File: src/design/lmpsd_pkg.sv
// lmpsd_pkg: register map, field positions, reset values and scan timing
// for the led matrix pwm, scan and diagnostic core.
// assumes a 20 MHz system clock; every cycle count below is derived from it.
package lmpsd_pkg;

  localparam int CLK_PERIOD_NS = 50;

  // register offsets
  localparam logic [7:0] ADDR_CTRL       = 8'h00;
  localparam logic [7:0] ADDR_GLOBAL     = 8'h01;
  localparam logic [7:0] ADDR_SCALE_BASE = 8'h02;
  localparam logic [7:0] ADDR_DUTY_BASE  = 8'h0E;
  localparam logic [7:0] ADDR_DUTY_LAST  = 8'h3D;
  localparam logic [7:0] ADDR_DETECT     = 8'h61;
  localparam logic [7:0] ADDR_OPEN_BASE  = 8'h62;
  localparam logic [7:0] ADDR_OPEN_LAST  = 8'h65;
  localparam logic [7:0] ADDR_SHORT_BASE = 8'h68;
  localparam logic [7:0] ADDR_SHORT_LAST = 8'h6B;
  localparam logic [7:0] ADDR_SPREAD     = 8'h6E;
  localparam logic [7:0] ADDR_RESET      = 8'h7F;
  localparam logic [7:0] RESET_CMD       = 8'hAE;

  // field positions
  localparam int CTRL_RES_BIT    = 6;
  localparam int CTRL_ROWSEL_LSB = 4;
  localparam int DET_QUARTER_BIT = 7;
  localparam int DET_FREQ_LSB    = 4;
  localparam int DET_SHORT_BIT   = 1;
  localparam int DET_OPEN_BIT    = 0;
  localparam int SPREAD_EN_BIT   = 4;
  localparam logic [7:0] SPREAD_MASK = 8'h10;
  localparam logic [7:0] DUTY_HI_MASK = 8'h0F;

  // reset values
  localparam logic [7:0] CTRL_RESET   = 8'h20;
  localparam logic [7:0] GLOBAL_RESET = 8'h00;
  localparam logic [7:0] SCALE_RESET  = 8'h00;
  localparam logic [7:0] DUTY_RESET   = 8'h00;
  localparam logic [7:0] DETECT_RESET = 8'h00;
  localparam logic [5:0] RESULT_RESET = 6'h00;
  localparam logic [7:0] SPREAD_RESET = 8'h00;
  localparam logic [1:0] ROWSEL_HALF  = 2'b10;

  // matrix shape
  localparam int NUM_CH     = 12;
  localparam int NUM_DOTS   = 24;
  localparam int NUM_RESULT = 4;
  localparam int LEVEL_W    = 16;

  // duty resolution
  localparam logic [15:0] RES12_STEPS = 16'h1000;
  localparam logic [15:0] RES8_STEPS  = 16'h0100;

  // scan timing
  localparam int T_SCAN12_NS    = 235000;
  localparam int T_SCAN8_NS     = 15400;
  localparam int T_BLANK_NS     = 290;
  localparam int T_CHDLY_NS     = 120;
  localparam int SCAN12_CYCLES  = T_SCAN12_NS / CLK_PERIOD_NS;
  localparam int SCAN8_CYCLES   = T_SCAN8_NS / CLK_PERIOD_NS;
  localparam int BLANK_CYCLES   = (T_BLANK_NS + CLK_PERIOD_NS - 1) / CLK_PERIOD_NS;
  localparam int CHDLY_CYCLES   = (T_CHDLY_NS + CLK_PERIOD_NS - 1) / CLK_PERIOD_NS;
  localparam int WIN_OFFSET     = BLANK_CYCLES + CHDLY_CYCLES;

  // spread spectrum: span in tenths of a percent, sweep period
  localparam int SS_SPAN_PERMIL = 56;
  localparam int SS_CYCLE_NS    = 2099000;
  localparam int SS_CYCLE_CYCLES = SS_CYCLE_NS / CLK_PERIOD_NS;

  typedef enum {
    DET_IDLE,
    DET_ROW0,
    DET_ROW1
  } lmpsd_det_state_t;

endpackage

File: src/design/lmpsd_channel.sv
// lmpsd_channel: one current sink; duty compare and peak level code.
// assumes step and window come from the shared scan engine, same clock.
`timescale 1ns/100ps
module lmpsd_channel
  import lmpsd_pkg::*;
(
  input  wire logic               i_clk_sys,
  input  wire logic               i_reset_n,
  input  wire logic               i_load,
  input  wire logic               i_window,
  input  wire logic               i_res12,
  input  wire logic [7:0]         i_duty_lo,
  input  wire logic [7:0]         i_duty_hi,
  input  wire logic [12:0]        i_step,
  input  wire logic [7:0]         i_global,
  input  wire logic [7:0]         i_scale,
  input  wire logic               i_quarter,
  output logic                    o_sink_on,
  output logic [LEVEL_W-1:0]      o_level
);

  logic [12:0] duty_hold;

  wire [12:0] next_duty = i_res12 ? {1'b0, i_duty_hi[3:0], i_duty_lo}
                                  : {5'h00, i_duty_lo};
  wire [LEVEL_W-1:0] full_level = i_global * i_scale;
  wire [LEVEL_W-1:0] next_level = i_quarter ? {2'b00, full_level[LEVEL_W-1:2]}
                                            : full_level;

  // duty is taken once per window so a mid-period write cannot glitch
  always_ff @(posedge i_clk_sys or negedge i_reset_n) begin
    if (!i_reset_n) begin
      duty_hold <= 13'h0000;
      o_sink_on <= 1'b0;
      o_level   <= 16'h0000;
    end else begin
      if (i_load) begin
        duty_hold <= next_duty; // see RL19
      end
      o_sink_on <= i_window && (i_step < duty_hold); // see RL14 see RL15
      o_level   <= next_level; // see RL11 see RL12
    end
  end

endmodule // lmpsd_channel

File: src/design/lmpsd_core.sv
// lmpsd_core: register file, row scan, pwm timing, spread spectrum and
// one-shot open/short detection for a 12 channel by 2 row led matrix.
// assumes a host register port on the system clock and analog fault
// comparators whose flags arrive asynchronously on pins.
//
// Contract
// RL1: setting open trigger runs one open pass, results land in 62h-65h.
// RL2: setting short trigger runs one short pass, results land in 68h-6Bh.
// RL3: result registers read-only, six flags low, top two bits zero, reset zero.
// RL4: host sets global level 0x0F, de-ghost off, duty above 6% first.
// RL5: spread spectrum dithers switching frequency +-5.6% over a 2099us sweep.
// RL6: spread spectrum enable is bit four; other bits unused, zero.
// RL7: writing 0xAE to 7Fh returns every register to default.
// RL8: power-up loads defaults so the display starts blank.
// RL9: rows switched one after another, active high, with blanking between.
// RL10: default scan 235us or 15.4us, with 0.29us blank, 0.12us delay.
// RL11: peak current follows global code times per-channel code, N/256 each.
// RL12: low-current bit cuts every peak current to one quarter.
// RL13: host sets low-current bit below 8mA peak, clears it above.
// RL14: default duty is 12 bits from high nibble and low byte.
// RL15: resolution bit six set gives single byte duty, 256 steps.
// RL16: duty bytes at 0Eh-3Dh; low byte 4 gives fourth duty step.
// RL17: after reset, 12-bit duty and 4kHz frequency.
// RL18: frequency field selects 500Hz to 64kHz.
// RL19: duty writes accepted any time, applied from the next period.
// RL20: separate open and short flag for every led position.
// RL21: switch duty field sets row on fraction, default one half.
// RL22: results held until the next pass of same type; reads harmless.
// RL23: any other byte written to 7Fh changes nothing.
`timescale 1ns/100ps
module lmpsd_core
  import lmpsd_pkg::*;
#(
  parameter int P_SCAN12_CYCLES   = SCAN12_CYCLES,
  parameter int P_SS_CYCLE_CYCLES = SS_CYCLE_CYCLES
) (
  input  wire logic                      i_clk_sys,
  input  wire logic                      i_reset_n,
  input  wire logic                      i_reg_wr,
  input  wire logic                      i_reg_rd,
  input  wire logic [7:0]                i_reg_addr,
  input  wire logic [7:0]                i_reg_wdata,
  input  wire logic [NUM_CH-1:0]         i_open_sense,
  input  wire logic [NUM_CH-1:0]         i_short_sense,
  output logic      [7:0]                o_reg_rdata,
  output logic      [1:0]                o_row_scan_switch,
  output logic      [NUM_CH-1:0]         o_current_sink_channel,
  output logic      [NUM_CH*LEVEL_W-1:0] o_sink_level
);

  localparam int SS_STEP_CYCLES = P_SS_CYCLE_CYCLES / (4 * SS_SPAN_PERMIL);

  logic [7:0]  ctrl;
  logic [7:0]  global_current_level;
  logic [7:0]  detect;
  logic [7:0]  spread;
  logic [7:0]  channel_current_scale [NUM_CH];
  logic [7:0]  duty_mem [2*NUM_DOTS];
  logic [5:0]  open_res [NUM_RESULT];
  logic [5:0]  short_res [NUM_RESULT];

  // register decode
  wire soft_clr   = i_reg_wr && (i_reg_addr == ADDR_RESET)
                    && (i_reg_wdata == RESET_CMD); // see RL7 see RL23
  wire wr_ctrl    = i_reg_wr && (i_reg_addr == ADDR_CTRL);
  wire wr_global  = i_reg_wr && (i_reg_addr == ADDR_GLOBAL);
  wire wr_detect  = i_reg_wr && (i_reg_addr == ADDR_DETECT);
  wire wr_spread  = i_reg_wr && (i_reg_addr == ADDR_SPREAD);
  wire in_scale   = (i_reg_addr >= ADDR_SCALE_BASE) && (i_reg_addr < ADDR_DUTY_BASE);
  wire in_duty    = (i_reg_addr >= ADDR_DUTY_BASE) && (i_reg_addr <= ADDR_DUTY_LAST);
  wire in_open    = (i_reg_addr >= ADDR_OPEN_BASE) && (i_reg_addr <= ADDR_OPEN_LAST);
  wire in_short   = (i_reg_addr >= ADDR_SHORT_BASE) && (i_reg_addr <= ADDR_SHORT_LAST);
  wire [7:0] scale_off = i_reg_addr - ADDR_SCALE_BASE;
  wire [7:0] duty_off  = i_reg_addr - ADDR_DUTY_BASE;
  wire [7:0] open_off  = i_reg_addr - ADDR_OPEN_BASE;
  wire [7:0] short_off = i_reg_addr - ADDR_SHORT_BASE;
  // upper nibble of the high duty byte is reserved and kept at zero
  wire [7:0] duty_wdata = duty_off[0] ? (i_reg_wdata & DUTY_HI_MASK) : i_reg_wdata;

  // mode decode
  wire       res12       = !ctrl[CTRL_RES_BIT]; // see RL14 see RL15 see RL17
  wire [1:0] switch_duty_select = ctrl[CTRL_ROWSEL_LSB +: 2];
  wire       two_rows    = switch_duty_select[1]; // see RL21
  wire [2:0] pwm_frequency_select = detect[DET_FREQ_LSB +: 3];
  wire       low_current_quarter  = detect[DET_QUARTER_BIT];
  wire       spread_spectrum_enable = spread[SPREAD_EN_BIT]; // see RL6

  always_ff @(posedge i_clk_sys or negedge i_reset_n) begin
    if (!i_reset_n) begin
      ctrl                 <= CTRL_RESET; // see RL8
      global_current_level <= GLOBAL_RESET;
      spread               <= SPREAD_RESET;
    end else if (soft_clr) begin
      ctrl                 <= CTRL_RESET;
      global_current_level <= GLOBAL_RESET;
      spread               <= SPREAD_RESET;
    end else begin
      if (wr_ctrl) begin
        ctrl <= i_reg_wdata;
      end
      if (wr_global) begin
        global_current_level <= i_reg_wdata;
      end
      if (wr_spread) begin
        spread <= i_reg_wdata & SPREAD_MASK;
      end
    end
  end

  always_ff @(posedge i_clk_sys or negedge i_reset_n) begin
    if (!i_reset_n) begin
      for (int i = 0; i < NUM_CH; i++) begin
        channel_current_scale[i] <= SCALE_RESET;
      end
      for (int i = 0; i < 2*NUM_DOTS; i++) begin
        duty_mem[i] <= DUTY_RESET;
      end
    end else if (soft_clr) begin
      for (int i = 0; i < NUM_CH; i++) begin
        channel_current_scale[i] <= SCALE_RESET;
      end
      for (int i = 0; i < 2*NUM_DOTS; i++) begin
        duty_mem[i] <= DUTY_RESET;
      end
    end else if (i_reg_wr) begin
      if (in_scale) begin
        channel_current_scale[scale_off[3:0]] <= i_reg_wdata;
      end
      if (in_duty) begin
        duty_mem[duty_off[5:0]] <= duty_wdata; // see RL16 see RL19
      end
    end
  end

  // detection state
  lmpsd_det_state_t det_state;
  logic             pass_open;
  logic             pass_short;
  logic [NUM_CH-1:0] open_meta;
  logic [NUM_CH-1:0] open_sync;
  logic [NUM_CH-1:0] short_meta;
  logic [NUM_CH-1:0] short_sync;

  // scan engine state
  logic        row;
  logic [15:0] phase;
  logic [15:0] period;
  logic [15:0] acc;
  logic [12:0] step;
  logic signed [7:0] tri_pos;
  logic        tri_up;
  logic [15:0] ss_div;

  wire win_end   = (phase == period - 16'h0001);
  wire win_start = (phase == 16'(WIN_OFFSET - 1));
  wire in_window = (phase >= 16'(WIN_OFFSET));
  wire blank     = (phase < 16'(BLANK_CYCLES));

  wire det_done  = ((det_state == DET_ROW0) && win_end && !row && !two_rows)
                   || ((det_state == DET_ROW1) && win_end && row);

  // host write wins over the end-of-pass clear of the trigger bits
  always_ff @(posedge i_clk_sys or negedge i_reset_n) begin
    if (!i_reset_n) begin
      detect <= DETECT_RESET;
    end else if (soft_clr) begin
      detect <= DETECT_RESET;
    end else if (wr_detect) begin
      detect <= i_reg_wdata;
    end else if (det_done) begin
      detect[DET_OPEN_BIT]  <= 1'b0;
      detect[DET_SHORT_BIT] <= 1'b0;
    end
  end

  // fault comparators are asynchronous to the core clock
  always_ff @(posedge i_clk_sys or negedge i_reset_n) begin
    if (!i_reset_n) begin
      open_meta  <= 12'h000;
      open_sync  <= 12'h000;
      short_meta <= 12'h000;
      short_sync <= 12'h000;
    end else begin
      open_meta  <= i_open_sense;
      open_sync  <= open_meta;
      short_meta <= i_short_sense;
      short_sync <= short_meta;
    end
  end

  // one pass samples each row at the end of its sink window
  always_ff @(posedge i_clk_sys or negedge i_reset_n) begin
    if (!i_reset_n) begin
      det_state  <= DET_IDLE;
      pass_open  <= 1'b0;
      pass_short <= 1'b0;
    end else if (soft_clr) begin
      det_state  <= DET_IDLE;
      pass_open  <= 1'b0;
      pass_short <= 1'b0;
    end else begin
      case (det_state)
        DET_IDLE: begin
          if (detect[DET_OPEN_BIT] || detect[DET_SHORT_BIT]) begin
            pass_open  <= detect[DET_OPEN_BIT]; // see RL1
            pass_short <= detect[DET_SHORT_BIT]; // see RL2
            det_state  <= DET_ROW0;
          end
        end
        DET_ROW0: begin
          if (win_end && !row) begin
            det_state <= two_rows ? DET_ROW1 : DET_IDLE;
          end
        end
        DET_ROW1: begin
          if (win_end && row) begin
            det_state <= DET_IDLE;
          end
        end
        default: begin
          det_state <= DET_IDLE;
        end
      endcase
    end
  end

  wire cap_row0 = (det_state == DET_ROW0) && win_end && !row;
  wire cap_row1 = (det_state == DET_ROW1) && win_end && row;
  wire cap_any  = cap_row0 || cap_row1;
  wire [1:0] cap_base = cap_row1 ? 2'd2 : 2'd0;

  // results are left alone until a pass of the same type rewrites them
  always_ff @(posedge i_clk_sys or negedge i_reset_n) begin
    if (!i_reset_n) begin
      for (int i = 0; i < NUM_RESULT; i++) begin
        open_res[i]  <= RESULT_RESET; // see RL3
        short_res[i] <= RESULT_RESET;
      end
    end else if (soft_clr) begin
      for (int i = 0; i < NUM_RESULT; i++) begin
        open_res[i]  <= RESULT_RESET;
        short_res[i] <= RESULT_RESET;
      end
    end else if (cap_any) begin
      if (pass_open) begin
        open_res[cap_base]         <= open_sync[5:0]; // see RL1 see RL20 see RL22
        open_res[cap_base + 2'd1]  <= open_sync[11:6];
      end
      if (pass_short) begin
        short_res[cap_base]        <= short_sync[5:0]; // see RL2 see RL20 see RL22
        short_res[cap_base + 2'd1] <= short_sync[11:6];
      end
    end
  end

  // period: 12-bit mode stays at 4 kHz for frequency codes 0 to 4
  wire [2:0]  scan_shift  = res12 ? (pwm_frequency_select[2] ? {1'b0, pwm_frequency_select[1:0]}
                                                              : 3'd0)
                                  : pwm_frequency_select; // see RL18
  wire [15:0] base_scan   = res12 ? 16'(P_SCAN12_CYCLES) : 16'(SCAN8_CYCLES); // see RL10
  wire [15:0] base_period = base_scan << scan_shift;
  wire signed [24:0] dither_prod  = $signed({9'h000, base_period}) * tri_pos;
  wire signed [24:0] dither_delta = dither_prod / 25'sd1000;
  wire [15:0] next_period = base_period + dither_delta[15:0]; // see RL5
  wire [15:0] on_len      = period - 16'(WIN_OFFSET);
  wire [15:0] res_steps   = res12 ? RES12_STEPS : RES8_STEPS;
  wire [15:0] acc_sum     = acc + res_steps;

  // triangle sweep of the period offset, in tenths of a percent
  always_ff @(posedge i_clk_sys or negedge i_reset_n) begin
    if (!i_reset_n) begin
      tri_pos <= 8'sh00;
      tri_up  <= 1'b1;
      ss_div  <= 16'h0000;
    end else if (!spread_spectrum_enable) begin
      tri_pos <= 8'sh00;
      tri_up  <= 1'b1;
      ss_div  <= 16'h0000;
    end else if (ss_div == 16'(SS_STEP_CYCLES - 1)) begin
      ss_div <= 16'h0000;
      if (tri_up) begin
        if (tri_pos == 8'(SS_SPAN_PERMIL)) begin
          tri_up  <= 1'b0;
          tri_pos <= tri_pos - 8'sh01; // see RL5
        end else begin
          tri_pos <= tri_pos + 8'sh01;
        end
      end else begin
        if (tri_pos == -8'(SS_SPAN_PERMIL)) begin
          tri_up  <= 1'b1;
          tri_pos <= tri_pos + 8'sh01;
        end else begin
          tri_pos <= tri_pos - 8'sh01;
        end
      end
    end else begin
      ss_div <= ss_div + 16'h0001;
    end
  end

  // row phase: blank, switch on with sinks held, then the sink window
  always_ff @(posedge i_clk_sys or negedge i_reset_n) begin
    if (!i_reset_n) begin
      phase  <= 16'h0000;
      period <= 16'(P_SCAN12_CYCLES);
      row    <= 1'b0;
    end else if (win_end) begin
      phase  <= 16'h0000;
      period <= next_period;
      row    <= two_rows ? !row : 1'b0; // see RL9 see RL21
    end else begin
      phase  <= phase + 16'h0001;
    end
  end

  // spreads res steps evenly over the sink window
  always_ff @(posedge i_clk_sys or negedge i_reset_n) begin
    if (!i_reset_n) begin
      acc  <= 16'h0000;
      step <= 13'h0000;
    end else if (win_start) begin
      acc  <= 16'h0000;
      step <= 13'h0000;
    end else if (in_window && (acc_sum >= on_len)) begin
      acc  <= acc_sum - on_len;
      step <= step + 13'h0001; // see RL14 see RL15
    end else if (in_window) begin
      acc  <= acc_sum;
    end
  end

  always_ff @(posedge i_clk_sys or negedge i_reset_n) begin
    if (!i_reset_n) begin
      o_row_scan_switch <= 2'b00;
    end else begin
      o_row_scan_switch[0] <= !row && !blank; // see RL9 see RL10
      o_row_scan_switch[1] <= row && !blank;
    end
  end

  for (genvar ch = 0; ch < NUM_CH; ch++) begin : g_ch
    wire [7:0] lo = row ? duty_mem[2*(ch+NUM_CH)]     : duty_mem[2*ch];
    wire [7:0] hi = row ? duty_mem[2*(ch+NUM_CH) + 1] : duty_mem[2*ch + 1];

    lmpsd_channel u_channel (
      .i_clk_sys (i_clk_sys),
      .i_reset_n (i_reset_n),
      .i_load    (win_start),
      .i_window  (in_window),
      .i_res12   (res12),
      .i_duty_lo (lo),
      .i_duty_hi (hi),
      .i_step    (step),
      .i_global  (global_current_level),
      .i_scale   (channel_current_scale[ch]),
      .i_quarter (low_current_quarter),
      .o_sink_on (o_current_sink_channel[ch]),
      .o_level   (o_sink_level[ch*LEVEL_W +: LEVEL_W])
    );
  end

  // read path; 7Fh is write-only and unmapped offsets read zero
  wire [7:0] rd_scale = in_scale ? channel_current_scale[scale_off[3:0]] : 8'h00;
  wire [7:0] rd_duty  = in_duty ? duty_mem[duty_off[5:0]] : 8'h00;
  wire [7:0] rd_open  = in_open ? {2'b00, open_res[open_off[1:0]]} : 8'h00; // see RL3
  wire [7:0] rd_short = in_short ? {2'b00, short_res[short_off[1:0]]} : 8'h00;
  wire [7:0] rd_value = (i_reg_addr == ADDR_CTRL)   ? ctrl :
                        (i_reg_addr == ADDR_GLOBAL) ? global_current_level :
                        (i_reg_addr == ADDR_DETECT) ? detect :
                        (i_reg_addr == ADDR_SPREAD) ? spread :
                        (rd_scale | rd_duty | rd_open | rd_short);

  always_ff @(posedge i_clk_sys or negedge i_reset_n) begin
    if (!i_reset_n) begin
      o_reg_rdata <= 8'h00;
    end else if (i_reg_rd) begin
      o_reg_rdata <= rd_value; // see RL22
    end
  end

endmodule // lmpsd_core

File: config.mk
export PLATFORM = sky130hd
export DESIGN_NAME = lmpsd_core
export DESIGN_NICKNAME = d
export VERILOG_FILES = /design/src/design/lmpsd_pkg.sv /design/src/design/lmpsd_channel.sv /design/src/design/lmpsd_core.sv
export SDC_FILE = /design/constraint.sdc
export NUM_CORES = 2
export LEC_CHECK = 0
export ABC_AREA = 1
export CORE_MARGIN = 2
export CORE_UTILIZATION = 55
export CTS_CLUSTER_SIZE = 14
export DETAILED_ROUTE_END_ITERATION = 8
export DONT_BUFFER_PORTS = 1
export GPL_ROUTABILITY_DRIVEN = 0
export PLACE_DENSITY = 0.7
export SLEW_MARGIN = 25
export SYNTH_ARGS = -nofsm -noshare
export SYNTH_HDL_FRONTEND = slang
export SYNTH_SLANG_ARGS = --single-unit
export TNS_END_PERCENT = 100
File: constraint.sdc
create_clock -name i_clk_sys -period 44.5 [get_ports i_clk_sys]
set_clock_uncertainty 0.15 [all_clocks]
set_input_delay 8.9 -clock i_clk_sys [delete_from_list [all_inputs] [get_ports i_clk_sys]]
set_output_delay 8.9 -clock i_clk_sys [all_outputs]
set_load 0.005 [all_outputs]
==> impl_metrics.tcl <==
set metrics [dict create \
    outcome "finished, final reports clean" \
    synth_area_sq_um 81950 \
    dp.final_hpwl_microns 175200 \
    slowest_delay_ns 0.66 \
    clock-sinks 1050 \
    grt_usage_pct 32.19 \
    io_pins 258 \
    clk_pin_slew_ns 0.06 \
    area_delta_synth_final_pct 6.724 \
    die_w_microns 390.0 \
    fp.coreArea_sq_um 147800 \
    synth_edf_count 0 \
    first_pass_iters 7 \
    async_flop_share_pct 100.0 \
    drc 0 \
    required_ns 45.01 \
    slowest_stage "buf_4" \
    maxSlewViolCount 0 \
    setup_tns_ns 0 \
    layout_commonest_cell "nand2_1" \
    slew-limit-headroom_pct 23.05 \
    seqPwrFrac_pct 44.7 \
    hold_viol 0 \
    use_met3_pct 6.866 \
    postCtsSetupRepairBufs 0 \
    viasPerCell 5.789 \
    synth_cells 10370 \
    grt_max_degree 1051 \
    hold_buffers 0 \
    clk_latency_ns 0.78 \
    r2r-start "ctrl[6]" \
    crit_path_start_kind "flip-flop" \
    synth_area_per_cell_sq_um 7.904 \
    path_max_fanout 53 \
    yosys_warnings 0 \
    cts_tree "yes" \
    synth_cell_types 72 \
    drv_cap 0 \
    yosysSeqAreaShare_pct 32.07 \
    peakVddDrop_mv 0.03579 \
    holdPathStages 0 \
    antenna_found_initial 13 \
    rsz0062_at_grt "no" \
    fin_crit_ns 18.24 \
    switching_share_pct 28.65 \
    setup_viol 0 \
    crit_type "reg2reg" \
    n_fill_cell 12990 \
    min_from "short_meta[4]" \
    power_w 0.002378 \
    synth_seq_cells 1050 \
    p_clk_share_pct 43.2 \
    tightestPinTransition_ns 1.140 \
    worst_r2r_path_depth 114 \
    min_path_type "reg2reg" \
    r2r_slack_ns 26.26 \
    root_buffer "clkbuf_16" \
    power.switching_w 0.0006811 \
    first_global_vias 69440 \
    die_h_microns 390.0 \
    wl_per_cell_microns 20.18 \
    syn_nets 11590 \
    antenna_left 0 \
    crit_top_cell "nand2_1" \
    rr_endpoint "period[15]" \
    finalCritPeriodShare_pct 41.00 \
    nets 11290 \
    numCtsBuffers 114 \
    layout_common_cells "nand2_1 (2,200), inv_1 (2,054), dfrtp_1 (1,031)" \
    fp-row-count 141 \
    busiest_layer "met2" \
    grt-ovfl-total 0 \
    intPower_w 0.001696 \
    drive_gt1_share_pct 4.753 \
    fmax_mhz 54.81 \
    drtIter0Drc 6835 \
    grt_pass1_wl_microns 385700 \
    p_comb_share_pct 12.2 \
    met2_usage_pct 50.81 \
    crit_arrival_ns 18.75 \
    max-clock-path-buffers 3 \
    die-area_sq_um 152100 \
    critPathCaptureType "flip-flop" \
    grtUsageMet1_pct 42.27 \
    ctsResizeCount 0 \
    htreeDepth 3 \
    initial_utilization_pct 55.43 \
    synth_ff_type "dfrtp_1" \
    vias 70060 \
    p_leak_nw 49.71 \
    timing.hold.ws_ns 0.1955 \
    power.density_nw_per_um2 27.18 \
    utilization_pct 59.16 \
    numPortBuffers 0 \
    holdPathEnd "short_sync[4]" \
    routed_wl_microns 244300 \
]
-- worst max path at each step --
stage / from / to / slack, ns
6_report: ctrl[6] / period[15] / 26.26
5_1_grt: detect[4] / period[15] / 24.63
4_1_cts: ctrl[6] / period[15] / 26.60
3_5_place_dp: ctrl[6] / period[15] / 26.63
3_3_place_gp: ctrl[6] / period[15] / 27.25
2_1_floorplan: detect[4] / period[14] / 29.78
-- layer usage --
metal | routed length [microns] | up-vias | share of wire (%)
li1 | - | 32150 | -
met4 | 12500 | 4 | 5.1
met3 | 25070 | 649 | 10
met1 | 96390 | 33860 | 39
met5 | 47 | - | 0.019
met2 | 110300 | 3403 | 45
-- kinds of logic (layout without fill, tap and decap cells) --
| logic type | Yosys count | in the layout | share of synthesized area [%] |
|---|---|---|---|
| other | 0 | 11 | 0 |
| flip-flops | 1050 | 1050 | 32.07 |
| buffers and inverters | 2618 | 2412 | 12.06 |
| AND/OR/NAND/NOR | 3386 | 3386 | 17.11 |
| multiplexers | 1 | 1 | 0.01221 |
| XOR/XNOR | 255 | 255 | 2.734 |
| AO/OA/AOI/OAI | 1881 | 1881 | 13.38 |
| adder cells (fa/ha/maj) | 1177 | 1177 | 22.63 |
-- metrics by stage --
stage | area (sq um) | setup WS, ns | std cells
floorplan | 81950 | 29.78 | 10370
global placement | 83100 | 27.25 | 11870
detailed placement | 83120 | 26.63 | 11870
CTS | 87220 | 26.60 | 12080
global route | 87440 | 24.63 | 12100
finish | 87460 | 26.26 | 12100
-- cells in the mapped netlist (45+ instances only) --
cell type | n | share of area, %
fa_1 | 509 | 12
nand4_1 | 67 | 0.51
dfrtp_1 | 1042 | 32
a21oi_1 | 327 | 2.0
xor2_1 | 214 | 2.3
nand3_1 | 327 | 2.0
nand2_1 | 2203 | 10
buf_1 | 118 | 0.54
inv_2 | 45 | 0.21
inv_1 | 2059 | 9.4
o31ai_1 | 47 | 0.43
o21ai_0 | 788 | 4.8
o22ai_1 | 386 | 2.9
nor3_1 | 50 | 0.31
clkbuf_1 | 366 | 1.7
ha_1 | 668 | 10
nor2_1 | 572 | 2.6
o21bai_1 | 53 | 0.49
-- power groups by stage --
stage / registers (W) / clock network [W] / logic, W
floorplan: 0.00105 / 0 / 0.000197
global placement: 0.00108 / 0 / 0.000255
detailed placement: 0.00108 / 0 / 0.000261
CTS: 0.00106 / 0.00104 / 0.000262
global route: 0.00107 / 0.00108 / 0.000320
finish: 0.00106 / 0.00103 / 0.000289
-- critical path: cells and delay by family, from the launching register on --
| family | cells | cell delay (ns) |
|---|---|---|
| and+or+nand+nor | 81 | 9.72 |
| AOI/OAI and AO/OA | 15 | 2.74 |
| xor gates and xnor gates | 2 | 0.52 |
| DFF | 1 | 0.42 |
| buffers and inverters | 9 | 1.48 |
| adders and majority gates | 7 | 3.04 |
-- registers in the layout, indices dropped and copies added (netlist names), 8 cells and up --
| name | flops |
|---|---|
| duty_mem | 384 |
| g_ch.u_channel.o_level | 192 |
| g_ch.u_channel.duty_hold | 144 |
| channel_current_scale | 96 |
| open_res | 24 |
| short_res | 24 |
| acc | 16 |
| period | 16 |
| phase | 16 |
| ss_div | 16 |
| step | 13 |
| g_ch.u_channel.o_sink_on | 12 |
| open_meta | 12 |
| open_sync | 12 |
| short_meta | 12 |
| short_sync | 12 |
| ctrl | 8 |
| detect | 8 |
| global_current_level | 8 |
| o_reg_rdata | 8 |
| tri_pos | 8 |
-- final cells by class --
cell class | count | area (sq um) | share of cell area, %
clock inverter | 50 | 718.2 | 0.8211
multi-input combinational | 6700 | 45870 | 52.44
tap | 1930 | 2415 | 2.761
inverter | 2117 | 7955 | 9.095
sequential | 1050 | 26320 | 30.10
antenna | 11 | 27.53 | 0.03147
clock buffer | 163 | 3378 | 3.862
timing repair buffer | 82 | 775.7 | 0.8869
Note: power is estimated with default switching activity, not from simulation.
